$ cat config.mk
export PLATFORM = sky130hd
export DESIGN_NAME = pe_gpio
export DESIGN_NICKNAME = d
export VERILOG_FILES = /design/src/core/pe_pkg.sv /design/src/core/pe_gpio.sv /design/src/core/pe_word_reg.sv
export SDC_FILE = /design/constraint.sdc
export NUM_CORES = 1
export LEC_CHECK = 0
export BUFFER_PORTS_ARGS = -buffer_cell sky130_fd_sc_hd__buf_2
export CORE_MARGIN = 5
export CORE_UTILIZATION = 46
export CTS_CLUSTER_DIAMETER = 30
export DETAILED_ROUTE_END_ITERATION = 7
export PLACE_DENSITY = 0.8
export SLEW_MARGIN = 40
export SYNTH_ARGS = -nofsm -noshare
export SYNTH_HDL_FRONTEND = slang
export SYNTH_HIERARCHICAL = 1
export SYNTH_SLANG_ARGS = --single-unit
$ cat constraint.sdc
create_clock -name sys_clk -period 1.7 [get_ports sys_clk]
set_input_delay 0.17 -clock sys_clk [delete_from_list [all_inputs] [get_ports sys_clk]]
set_output_delay 0.17 -clock sys_clk [all_outputs]
set_load 0.02 [all_outputs]
$ cat src/core/pe_pkg.sv
// Purpose: constants and types for the port e gpio block
// Assumes: apb slave, 32-bit data, one word per register
// Notes: offsets are byte addresses
`default_nettype none
package pe_pkg;
  // ****************************************************
  // register map
  // ****************************************************
  localparam logic [7:0] PE_OFF_DATA = 8'h00;
  localparam logic [7:0] PE_OFF_LATCH = 8'h04;
  localparam logic [7:0] PE_OFF_DIR = 8'h08;
  localparam logic [7:0] PE_OFF_ANSEL = 8'h0c;
  localparam logic [7:0] PE_OFF_PSP_IN = 8'h10;
  localparam logic [7:0] PE_OFF_PSP_OUT = 8'h14;
  // ****************************************************
  // field positions and reset values
  // ****************************************************
  localparam int PE_BIT_IBF = 7;
  localparam int PE_BIT_OBF = 6;
  localparam int PE_BIT_INPUT_OVERFLOW_FLAG = 5;
  localparam int PE_BIT_MODE = 4;
  localparam int PE_ANS_LO = 5;
  localparam logic [2:0] PE_DIR_RST = 3'h7;
  localparam logic [2:0] PE_ANS_RST = 3'h7;
  localparam logic [2:0] PE_LAT_RST = 3'h0;
  localparam logic [7:0] PE_WORD_RST = 8'h00;

  typedef struct packed {
    logic [2:0] outVal;
    logic [2:0] outEn;
  } pe_pins_t;
endpackage : pe_pkg
`default_nettype wire

$ cat src/core/pe_gpio.sv
// Purpose: port e gpio with parallel slave control over apb
// Assumes: pins synchronous to sys_clk, psp strobes active low
// Notes: psp data bus itself lives on the companion port
//
// Contract
// RQ1: direction bit 1 input, 0 drives latch
// RQ2: analog pins read as zero
// RQ3: direction still gates drivers in analog mode
// RQ4: pins come up analog after reset
// RQ5: latch register reads back latch value
// RQ6: pin3 is input only when clear disabled
// RQ7: pin3 is reset input when clear enabled
// RQ8: bit7 flags unread received word
// RQ9: bit6 flags output word not yet read
// RQ10: bit5 sets on overrun, software clears
// RQ11: bit4 selects parallel slave mode
// RQ12: bit3 always reads zero
// RQ13: psp mode pins are read, write, select
// RQ14: output path ignores analog select
// RQ15: small variant has only pin3
// RQ16: analog select disables digital input buffer
// RQ17: analog bits 5..7 map to pins 0..2
// RQ18: data read gives pins, write sets latch
//
// Our own choices: the placing of the registers and the APB interface to the registers.
`default_nettype none
module pe_gpio #(
  parameter bit FULL_PORT = 1'b1
) (
  input wire logic sys_clk,
  input wire logic nrst,
  input wire logic psel,
  input wire logic penable,
  input wire logic pwrite,
  input wire logic [7:0] paddr,
  input wire logic [31:0] pwdata,
  output logic [31:0] prdata,
  output logic pready,
  output logic pslverr,
  input wire logic masterClearEnableConfig,
  input wire logic [2:0] pinIn,
  input wire logic pin3In,
  output logic [2:0] pinOut,
  output logic [2:0] pinOe,
  output logic externalResetReq,
  input wire logic [7:0] pspBusIn,
  output logic [7:0] pspBusOut,
  output logic pspBusOe
);
  // ****************************************************
  // bus decode
  // ****************************************************
  logic acc;
  logic wr;
  logic rd;
  assign acc = psel && penable;
  assign wr = acc && pwrite;
  assign rd = acc && !pwrite;
  assign pready = 1'b1;
  always_comb begin
    case (paddr)
      pe_pkg::PE_OFF_DATA, pe_pkg::PE_OFF_LATCH, pe_pkg::PE_OFF_DIR,
      pe_pkg::PE_OFF_ANSEL, pe_pkg::PE_OFF_PSP_IN,
      pe_pkg::PE_OFF_PSP_OUT: pslverr = 1'b0;
      default: pslverr = acc;
    endcase
  end

  // ****************************************************
  // control registers
  // ****************************************************
  logic [2:0] lat_r, lat_nxt;
  logic [2:0] dir_r, dir_nxt;
  logic [2:0] ans_r, ans_nxt;
  logic mode_r, mode_nxt;
  logic ibf_r, ibf_nxt;
  logic obf_r, obf_nxt;
  logic input_overflow_flag_r, input_overflow_flag_nxt;
  logic [31:0] rdata_r, rdata_nxt;
  logic [1:0] strobe_r, strobe_nxt;
  logic [7:0] inWord;
  logic [7:0] outWord;
  logic pspActive;
  logic extWrEnd;
  logic extRdEnd;
  logic cpuRdIn;
  logic cpuWrOut;
  logic [2:0] dataIn;
  logic pin3Val;

  // strobes: pin0 read, pin1 write, pin2 select, active low
  assign pspActive = mode_r && (&dir_r) && FULL_PORT; // [RQ13]
  always_comb begin
    strobe_nxt[0] = pspActive && !pinIn[2] && !pinIn[0];
    strobe_nxt[1] = pspActive && !pinIn[2] && !pinIn[1];
  end
  assign extRdEnd = strobe_r[0] && !strobe_nxt[0];
  assign extWrEnd = strobe_r[1] && !strobe_nxt[1];
  assign cpuRdIn = rd && paddr == pe_pkg::PE_OFF_PSP_IN;
  assign cpuWrOut = wr && paddr == pe_pkg::PE_OFF_PSP_OUT;

  always_comb begin
    lat_nxt = lat_r;
    dir_nxt = dir_r;
    ans_nxt = ans_r;
    mode_nxt = mode_r;
    ibf_nxt = ibf_r;
    obf_nxt = obf_r;
    input_overflow_flag_nxt = input_overflow_flag_r;
    if (wr && FULL_PORT) begin
      if (paddr == pe_pkg::PE_OFF_DATA ||
          paddr == pe_pkg::PE_OFF_LATCH) begin
        lat_nxt = pwdata[2:0]; // [RQ5] [RQ18]
      end
      if (paddr == pe_pkg::PE_OFF_DIR) begin
        dir_nxt = pwdata[2:0]; // [RQ1]
        mode_nxt = pwdata[pe_pkg::PE_BIT_MODE]; // [RQ11]
        if (!pwdata[pe_pkg::PE_BIT_INPUT_OVERFLOW_FLAG]) begin
          input_overflow_flag_nxt = 1'b0; // [RQ10]
        end
      end
      if (paddr == pe_pkg::PE_OFF_ANSEL) begin
        ans_nxt = pwdata[pe_pkg::PE_ANS_LO +: 3]; // [RQ17]
      end
    end
    if (cpuRdIn) begin
      ibf_nxt = 1'b0; // [RQ8]
    end
    if (extRdEnd) begin
      obf_nxt = 1'b0; // [RQ9]
    end
    // cpu write sets, wins over host read
    if (cpuWrOut) begin
      obf_nxt = 1'b1; // [RQ9]
    end
    // set wins over clear
    if (extWrEnd) begin
      ibf_nxt = 1'b1; // [RQ8]
      if (ibf_r) begin
        input_overflow_flag_nxt = 1'b1; // [RQ10]
      end
    end
  end

  always_ff @(posedge sys_clk or negedge nrst) begin
    if (!nrst) begin
      lat_r <= pe_pkg::PE_LAT_RST;
      dir_r <= pe_pkg::PE_DIR_RST;
      ans_r <= pe_pkg::PE_ANS_RST; // [RQ4]
      mode_r <= 1'b0;
      ibf_r <= 1'b0;
      obf_r <= 1'b0;
      input_overflow_flag_r <= 1'b0;
      rdata_r <= '0;
      strobe_r <= 2'h0;
    end else begin
      lat_r <= lat_nxt;
      dir_r <= dir_nxt;
      ans_r <= ans_nxt;
      mode_r <= mode_nxt;
      ibf_r <= ibf_nxt;
      obf_r <= obf_nxt;
      input_overflow_flag_r <= input_overflow_flag_nxt;
      rdata_r <= rdata_nxt;
      strobe_r <= strobe_nxt;
    end
  end

  // ****************************************************
  // psp words
  // ****************************************************
  pe_word_reg #(.W(8)) u_in_word (
    .sys_clk(sys_clk),
    .nrst(nrst),
    .wrEn(extWrEnd),
    .wrData(pspBusIn),
    .rdData(inWord)
  );
  pe_word_reg #(.W(8)) u_out_word (
    .sys_clk(sys_clk),
    .nrst(nrst),
    .wrEn(cpuWrOut),
    .wrData(pwdata[7:0]),
    .rdData(outWord)
  );
  assign pspBusOut = outWord;
  assign pspBusOe = strobe_r[0];

  // ****************************************************
  // pins and read mux
  // ****************************************************
  genvar g;
  generate
    for (g = 0; g < 3; g++) begin : g_pin
      // output path ignores analog select
      assign pinOut[g] = lat_r[g]; // [RQ14]
      assign pinOe[g] = FULL_PORT && !dir_r[g]; // [RQ1] [RQ3]
      assign dataIn[g] = FULL_PORT && !ans_r[g] && pinIn[g]; // [RQ2] [RQ16]
    end
  endgenerate
  assign pin3Val = !masterClearEnableConfig && pin3In; // [RQ6] [RQ15]
  assign externalResetReq = masterClearEnableConfig && !pin3In; // [RQ7]

  always_comb begin
    rdata_nxt = '0;
    case (paddr)
      pe_pkg::PE_OFF_DATA: rdata_nxt[3:0] = {pin3Val, dataIn}; // [RQ18]
      pe_pkg::PE_OFF_LATCH: rdata_nxt[2:0] = lat_r; // [RQ5]
      pe_pkg::PE_OFF_DIR: rdata_nxt[7:0] =
        {ibf_r, obf_r, input_overflow_flag_r, mode_r, 1'b0, dir_r}; // [RQ12]
      pe_pkg::PE_OFF_ANSEL: rdata_nxt[7:5] = ans_r;
      pe_pkg::PE_OFF_PSP_IN: rdata_nxt[7:0] = inWord;
      pe_pkg::PE_OFF_PSP_OUT: rdata_nxt[7:0] = outWord;
      default: rdata_nxt = '0;
    endcase
  end
  assign prdata = acc ? rdata_nxt : rdata_r;

  // ****************************************************
  // checks
  // ****************************************************
  property p_drive;
    @(posedge sys_clk) disable iff (!nrst)
      FULL_PORT |-> (pinOe == ~dir_r) && (pinOut == lat_r);
  endproperty
  a_drive: assert property (p_drive) // [RQ1]
    else $error("pin driver mismatch");
  property p_analog_zero;
    @(posedge sys_clk) disable iff (!nrst)
      (rd && paddr == pe_pkg::PE_OFF_DATA && ans_r[0]) |-> !prdata[0];
  endproperty
  a_analog_zero: assert property (p_analog_zero) // [RQ2]
    else $error("analog pin read nonzero");
  property p_reset_analog;
    @(posedge sys_clk) $rose(nrst) |-> ans_r == 3'h7;
  endproperty
  a_reset_analog: assert property (p_reset_analog) // [RQ4]
    else $error("pins not analog after reset");
  property p_latch_rd;
    @(posedge sys_clk) disable iff (!nrst)
      (wr && FULL_PORT && paddr == pe_pkg::PE_OFF_LATCH) |=>
      lat_r == $past(pwdata[2:0]);
  endproperty
  a_latch_rd: assert property (p_latch_rd) // [RQ5]
    else $error("latch readback wrong");
  property p_ibf;
    @(posedge sys_clk) disable iff (!nrst)
      extWrEnd |=> ibf_r;
  endproperty
  a_ibf: assert property (p_ibf) // [RQ8]
    else $error("input full not set");
  property p_obf;
    @(posedge sys_clk) disable iff (!nrst)
      (extRdEnd && !cpuWrOut) |=> !obf_r;
  endproperty
  a_obf: assert property (p_obf) // [RQ9]
    else $error("output full not cleared");
  property p_input_overflow_flag;
    @(posedge sys_clk) disable iff (!nrst)
      (extWrEnd && ibf_r) |=> input_overflow_flag_r;
  endproperty
  a_input_overflow_flag: assert property (p_input_overflow_flag) // [RQ10]
    else $error("overflow not flagged");
  property p_bit3;
    @(posedge sys_clk) disable iff (!nrst)
      (rd && paddr == pe_pkg::PE_OFF_DIR) |-> !prdata[3];
  endproperty
  a_bit3: assert property (p_bit3) // [RQ12]
    else $error("bit3 not zero");
  property p_external_reset_input;
    @(posedge sys_clk) disable iff (!nrst)
      masterClearEnableConfig |-> !pin3Val;
  endproperty
  a_external_reset_input: assert property (p_external_reset_input) // [RQ7]
    else $error("pin3 read while reset input");

  // ****************************************************
  // further checks
  // ****************************************************
  property p_oe_input;
    @(posedge sys_clk) disable iff (!nrst)
      (dir_r == 3'h7) |-> (pinOe == 3'h0);
  endproperty
  a_oe_input: assert property (p_oe_input) // [RQ3]
    else $error("input pin driven");
  property p_out_analog;
    @(posedge sys_clk) disable iff (!nrst)
      (ans_r != 3'h0) |-> (pinOut == lat_r);
  endproperty
  a_out_analog: assert property (p_out_analog) // [RQ14]
    else $error("output path affected by analog");
  property p_data_wr;
    @(posedge sys_clk) disable iff (!nrst)
      (wr && FULL_PORT && paddr == pe_pkg::PE_OFF_DATA) |=>
      lat_r == $past(pwdata[2:0]);
  endproperty
  a_data_wr: assert property (p_data_wr) // [RQ18]
    else $error("data write missed latch");
  property p_pin3_in;
    @(posedge sys_clk) disable iff (!nrst)
      !masterClearEnableConfig |-> (pin3Val == pin3In);
  endproperty
  a_pin3_in: assert property (p_pin3_in) // [RQ6]
    else $error("pin3 input value wrong");
  property p_ext_rst;
    @(posedge sys_clk) disable iff (!nrst)
      (masterClearEnableConfig && !pin3In) |-> externalResetReq;
  endproperty
  a_ext_rst: assert property (p_ext_rst) // [RQ7]
    else $error("reset request missing");
  property p_ibf_clr;
    @(posedge sys_clk) disable iff (!nrst)
      (cpuRdIn && !extWrEnd) |=> !ibf_r;
  endproperty
  a_ibf_clr: assert property (p_ibf_clr) // [RQ8]
    else $error("input full not cleared");
  property p_obf_set;
    @(posedge sys_clk) disable iff (!nrst)
      cpuWrOut |=> obf_r;
  endproperty
  a_obf_set: assert property (p_obf_set) // [RQ9]
    else $error("output full not set");
  property p_input_overflow_flag_hold;
    @(posedge sys_clk) disable iff (!nrst)
      (input_overflow_flag_r && !(wr && paddr == pe_pkg::PE_OFF_DIR)) |=> input_overflow_flag_r;
  endproperty
  a_input_overflow_flag_hold: assert property (p_input_overflow_flag_hold) // [RQ10]
    else $error("overflow cleared by hardware");
  property p_mode_rd;
    @(posedge sys_clk) disable iff (!nrst)
      (rd && paddr == pe_pkg::PE_OFF_DIR) |->
      prdata[pe_pkg::PE_BIT_MODE] == mode_r;
  endproperty
  a_mode_rd: assert property (p_mode_rd) // [RQ11]
    else $error("mode bit readback wrong");
  property p_dir_rd;
    @(posedge sys_clk) disable iff (!nrst)
      (rd && paddr == pe_pkg::PE_OFF_DIR) |-> prdata[2:0] == dir_r;
  endproperty
  a_dir_rd: assert property (p_dir_rd) // [RQ1]
    else $error("direction readback wrong");
  property p_psp_gate;
    @(posedge sys_clk) disable iff (!nrst)
      !pspActive |=> (strobe_r == 2'h0);
  endproperty
  a_psp_gate: assert property (p_psp_gate) // [RQ13]
    else $error("strobe seen outside psp mode");
  property p_small;
    @(posedge sys_clk) disable iff (!nrst)
      !FULL_PORT |-> (pinOe == 3'h0);
  endproperty
  a_small: assert property (p_small) // [RQ15]
    else $error("small variant drives pins");
  property p_ans_pin2;
    @(posedge sys_clk) disable iff (!nrst)
      (rd && paddr == pe_pkg::PE_OFF_DATA && ans_r[2]) |-> !prdata[2];
  endproperty
  a_ans_pin2: assert property (p_ans_pin2) // [RQ16]
    else $error("analog pin2 read nonzero");
  property p_ans_wr;
    @(posedge sys_clk) disable iff (!nrst)
      (wr && FULL_PORT && paddr == pe_pkg::PE_OFF_ANSEL) |=>
      ans_r == $past(pwdata[pe_pkg::PE_ANS_LO +: 3]);
  endproperty
  a_ans_wr: assert property (p_ans_wr) // [RQ17]
    else $error("analog select write wrong");
endmodule : pe_gpio
`default_nettype wire

$ cat src/core/pe_word_reg.sv
// Purpose: one byte holding register with registered read data
// Assumes: single clock, async active-low reset
// Notes: used for the parallel slave input and output words
`default_nettype none
module pe_word_reg #(
  parameter int W = 8
) (
  input wire logic sys_clk,
  input wire logic nrst,
  input wire logic wrEn,
  input wire logic [W-1:0] wrData,
  output logic [W-1:0] rdData
);
  initial begin
    if (W < 1) $error("width must be positive");
  end
  logic [W-1:0] word_r;
  logic [W-1:0] word_nxt;
  always_comb begin
    word_nxt = wrEn ? wrData : word_r;
  end
  always_ff @(posedge sys_clk or negedge nrst) begin
    if (!nrst) begin
      word_r <= '0;
    end else begin
      word_r <= word_nxt;
    end
  end
  assign rdData = word_r;
endmodule : pe_word_reg
`default_nettype wire

==> results by stage <==
Cells and area:
- Fill cells in the final layout number 403.
- The post-layout net count is about 330.
- Leaving out fill and tap cells, the most frequent cells in the layout are 55 x buf_2, 33 x dfrtp_1, 25 x conb_1.
- The number of standard cells in the final layout excluding fillers is roughly 340.
- The fraction of layout instances using a drive strength above 1 is ~50%.
- Leaving out fill and tap cells, the most frequent cell in the layout is buf_2.
- The area added between synthesis and finish is 23.0%.
- The number of diodes is 0.
- The total non-filler cell area in the finished layout is around 2800 µm².

Critical path:
- The kind of critical path is reg -> out.
- The data arrival time at the worst-slack endpoint is ~1.5 ns.
- The startpoint identified for the worst register-to-register timing path is dir_r[2].
- The critical path data required time is between 1.5 and 2 ns.
- Across all register-to-register paths, the minimum setup slack is ~0.040 ns.
- The worst register-to-register path ends at u_in_word/rdData[7].
- The highest net fanout along the worst path is 2.
- The kind of launch point of the worst setup path is a flip-flop.
- The number of cells on the worst reg-to-reg path is 4.
- The critical path capture point type is an output pin.

Placement:
- At the end of routability-driven placement, the weighted congestion stood at between 0.8 and 0.9.
- Prior to clock tree synthesis, the placed netlist has a worst setup slack of -0.0346 ns.
- In this run the cell area measured after placement is 2580 µm².
- Port buffering added 58 buffers.
- The placed wire-length estimate is around 4300 µm.
- The placed instance count is around 320.

Flow run:
- The tool flagged a number of max-cap violations equal to 0.

STA:
- The setup-violating endpoint count in the final report is 0.
- On the final layout, the worst clock skew is around 0.0081 ns.
- Summed over all failing endpoints, the final setup total negative slack is 0 ns.
- The smallest clock period supported by the final layout is computed as ~1.7 ns.
- The count of endpoints failing hold in the final timing report is 0.
- The number of pins with negative max-slew slack in the final report is 0.
- Across all setup checks in the final design, the least slack found is 0.0298 ns.
- Setup repair after global routing could not meet its margin everywhere.
- Final hold analysis gives a worst-case slack of ~0.06 ns.
- The highest achievable clock rate is between 500 and 600 MHz.
- The share of the cycle needed by the critical path after routing is around 98%.

GRT:
- The number of global-route vias before repair is ~1.8k.
- Global routing consumed, on the met1 layer, a little over a fifth of the routing resources.
- The total overflow left after global routing is 0.
- The initial antenna violation count came to 0.
- The first global-routing pass estimated 8640 µm of wire.
- The global routing's busiest layer is met2.
- Entering global routing, the biggest net connects 40 pins.
- For met3 alone, demand over resource in global routing was under 10%.
- Global routing consumed, over all layers together, 17.6% of the routing resources.
- In the global route stage, met2 resource usage came out at between 20 and 30%.

Clocking:
- The clock-pin slew of the registers on the worst-case setup and hold paths is roughly 0.08 ns.
- The count of H-tree levels built during CTS is 2.
- The clock drives 39 sinks.
- TritonCTS built the clock tree.
- Clock tree synthesis inserted a total of 5 buffers.
- The cell sitting at the root of the clock tree is a clkbuf_8.
- At the later pin of the worst-skew pair, clock insertion delay measures between 0.2 and 0.3 ns.
- The clock passes through at most 2 buffers.

Floorplan:
- The floorplan step set the die width to ~80 µm.
- Measured along the y axis, the die boundary spans between 70 and 80 µm.
- The core box area is ~4700 µm².
- The effective utilization at floorplan is a little under half.
- The die covers 6370 µm².
- Row generation in the floorplan step produced 25 rows.
- Pin placement for this block handled around 110 I/O pins.

Power:
- Across the VDD grid, the largest voltage drop is approximately 0.00049 V.
- The total power per unit cell area is 676 nW/µm².
- The static leakage is about 0.0014 µW.

Synthesis:
- The number of unique standard cell types used by synthesis is between 40 and 50.
- The count of flip-flops with a built-in enable after synthesis is 0.
- The dominant register cell in the synthesized netlist is dfrtp_1.
- The share of async-settable or async-resettable flops after synthesis is 100%.
- The mean post-synth cell area is around 12 µm².
- After synthesis, flip-flops and latches occupy between 40% and 50% of the total area.
- Yosys printed 6 warnings.
- Synthesis inferred 39 register bits.
- The area of the mapped netlist is 2240 µm².
- The number of instances in the synthesized netlist is slightly below 200.

Run status:
- The flow ran to the end, and the final reports show no timing, DRC or antenna violations.

Routing:
- In this run the remaining antenna-violating nets after routing total 0.
- The detailed-route vias per instance is approximately 5.1.
- After the first detailed-routing iteration, the DRC count stood at between 100 and 150.
- After detailed routing, the number of remaining DRC violations is 0.
- The routed layout has ~1.7k vias.
- Dividing the detail-routed wire length by the instance count gives roughly 17 µm.
- For this block, the routed nets add up to ~5600 µm of wire.
- The count of TritonRoute iterations in the first routing pass is 4.

Hold path:
- The class of the most critical hold timing path is in -> reg.
- Counting instances, the worst hold path has a depth of 2.
- In this run the most critical hold path is launched from pinIn[1].
- The endpoint of the worst hold-timing path is strobe_r[1].
[layer usage]
metal / up-vias / share of wire, %
li1: 797 / -
met2: 81 / 49
met3: 15 / 8.8
met1: 831 / 40
met4: 0 / 2.3
met5: - / 0
[registers in the layout, summed over array words and instances (netlist names)]
name and count:
obf_r 1, mode_r 1, u_out_word/rdData 8, dir_r 3, pinOut 3, ans_r 3
strobe_r 2, input_overflow_flag_r 1, rdata_r 8, u_in_word/rdData 8, ibf_r 1
[synth_stat cells, types with 2 or more instances]
cell | count | area [µm²]
o41ai_1 | 2 | 17.5
inv_1 | 3 | 11.3
a2bb2oi_1 | 3 | 26.3
a221oi_1 | 3 | 26.3
o22a_1 | 3 | 26.3
buf_4 | 25 | 188
mux2i_1 | 6 | 60.1
nand4_1 | 5 | 31.3
a22oi_1 | 4 | 30.0
dfrtp_1 | 33 | 826
nor4_4 | 2 | 42.5
and2_1 | 3 | 18.8
a21boi_0 | 3 | 22.5
nor2b_1 | 3 | 18.8
nor2_1 | 11 | 41.3
mux2_4 | 16 | 240
clkbuf_1 | 5 | 18.8
buf_6 | 2 | 22.5
nand2b_1 | 2 | 12.5
mux2_2 | 15 | 169
nor3b_1 | 3 | 22.5
o21ai_0 | 7 | 35.0
a21oi_1 | 4 | 20.0
dfstp_2 | 6 | 158
conb_1 | 2 | 7.51
nand2_1 | 8 | 30.0
[layout make-up]
class / instances / area, µm² / share of cell area (%)
Multi-Input combinational cell: 142 / 1150 / 41.8
Sequential cell: 39 / 983 / 35.6
Timing Repair Buffer: 76 / 435 / 15.8
Clock buffer: 7 / 86.3 / 3.13
Tap cell: 67 / 83.8 / 3.04
Inverter: 3 / 11.3 / 0.408
Clock inverter: 1 / 5.00 / 0.181
[cells by family after synthesis]
group	Yosys count	share of synthesized area (%)
simple gates	46	12.9
buf+inv	36	10.9
flops	39	43.8
compound gates	34	11.0
mux	37	20.9
other cells	2	0.335
[power by group]
group | switching (µW) | leakage [µW] | total, µW | internal (µW)
logic | 167 | 0.000791 | 258 | 91.5
clock network | 322 | 0.0000482 | 649 | 327
registers | 11.4 | 0.000517 | 957 | 946
total | 500 | 0.00136 | 1860 | 1360
[repair_timing]
item | CTS | global route
hold endpoints to repair | 33 | 0
endpoints found under the setup margin | 4 | 15
buffers inserted | 0 | 3
resized for setup | 4 | 12
hold buffers | 1 | 0
pin swaps | 0 | 1
[stage by stage]
| stage | total power (µW) | utilization (%) |
|---|---|---|
| floorplan | 1150 | - |
| global placement | 1220 | 54.7 |
| detailed placement | 1220 | 54.7 |
| CTS | 1870 | 57.1 |
| global route | 1940 | 58.4 |
| finish | 1860 | 58.4 |
[how the worst max path moves through the flow]
stage               slack, ns                  end  depth (start not counted)            startpoint
floorplan                0.03  u_in_word/rdData[0]                          4              dir_r[2]
CTS                     0.001            prdata[1]                          4  u_out_word/rdData[1]
finish                   0.03            prdata[1]                          4   u_in_word/rdData[1]
global placement        0.004             ans_r[1]                          4              paddr[5]
detailed placement      -0.03             ans_r[2]                          4              paddr[5]
global route            -0.03            prdata[2]                          4  u_out_word/rdData[2]
[critical path, cell delays in order, from the launching register on]
cell and delay (ns):
dfrtp_1 0.39, mux2_4 0.30, a221oi_2 0.25, a2bb2oi_1 0.10, buf_4 0.17
Power figures use the tool's default switching activity.
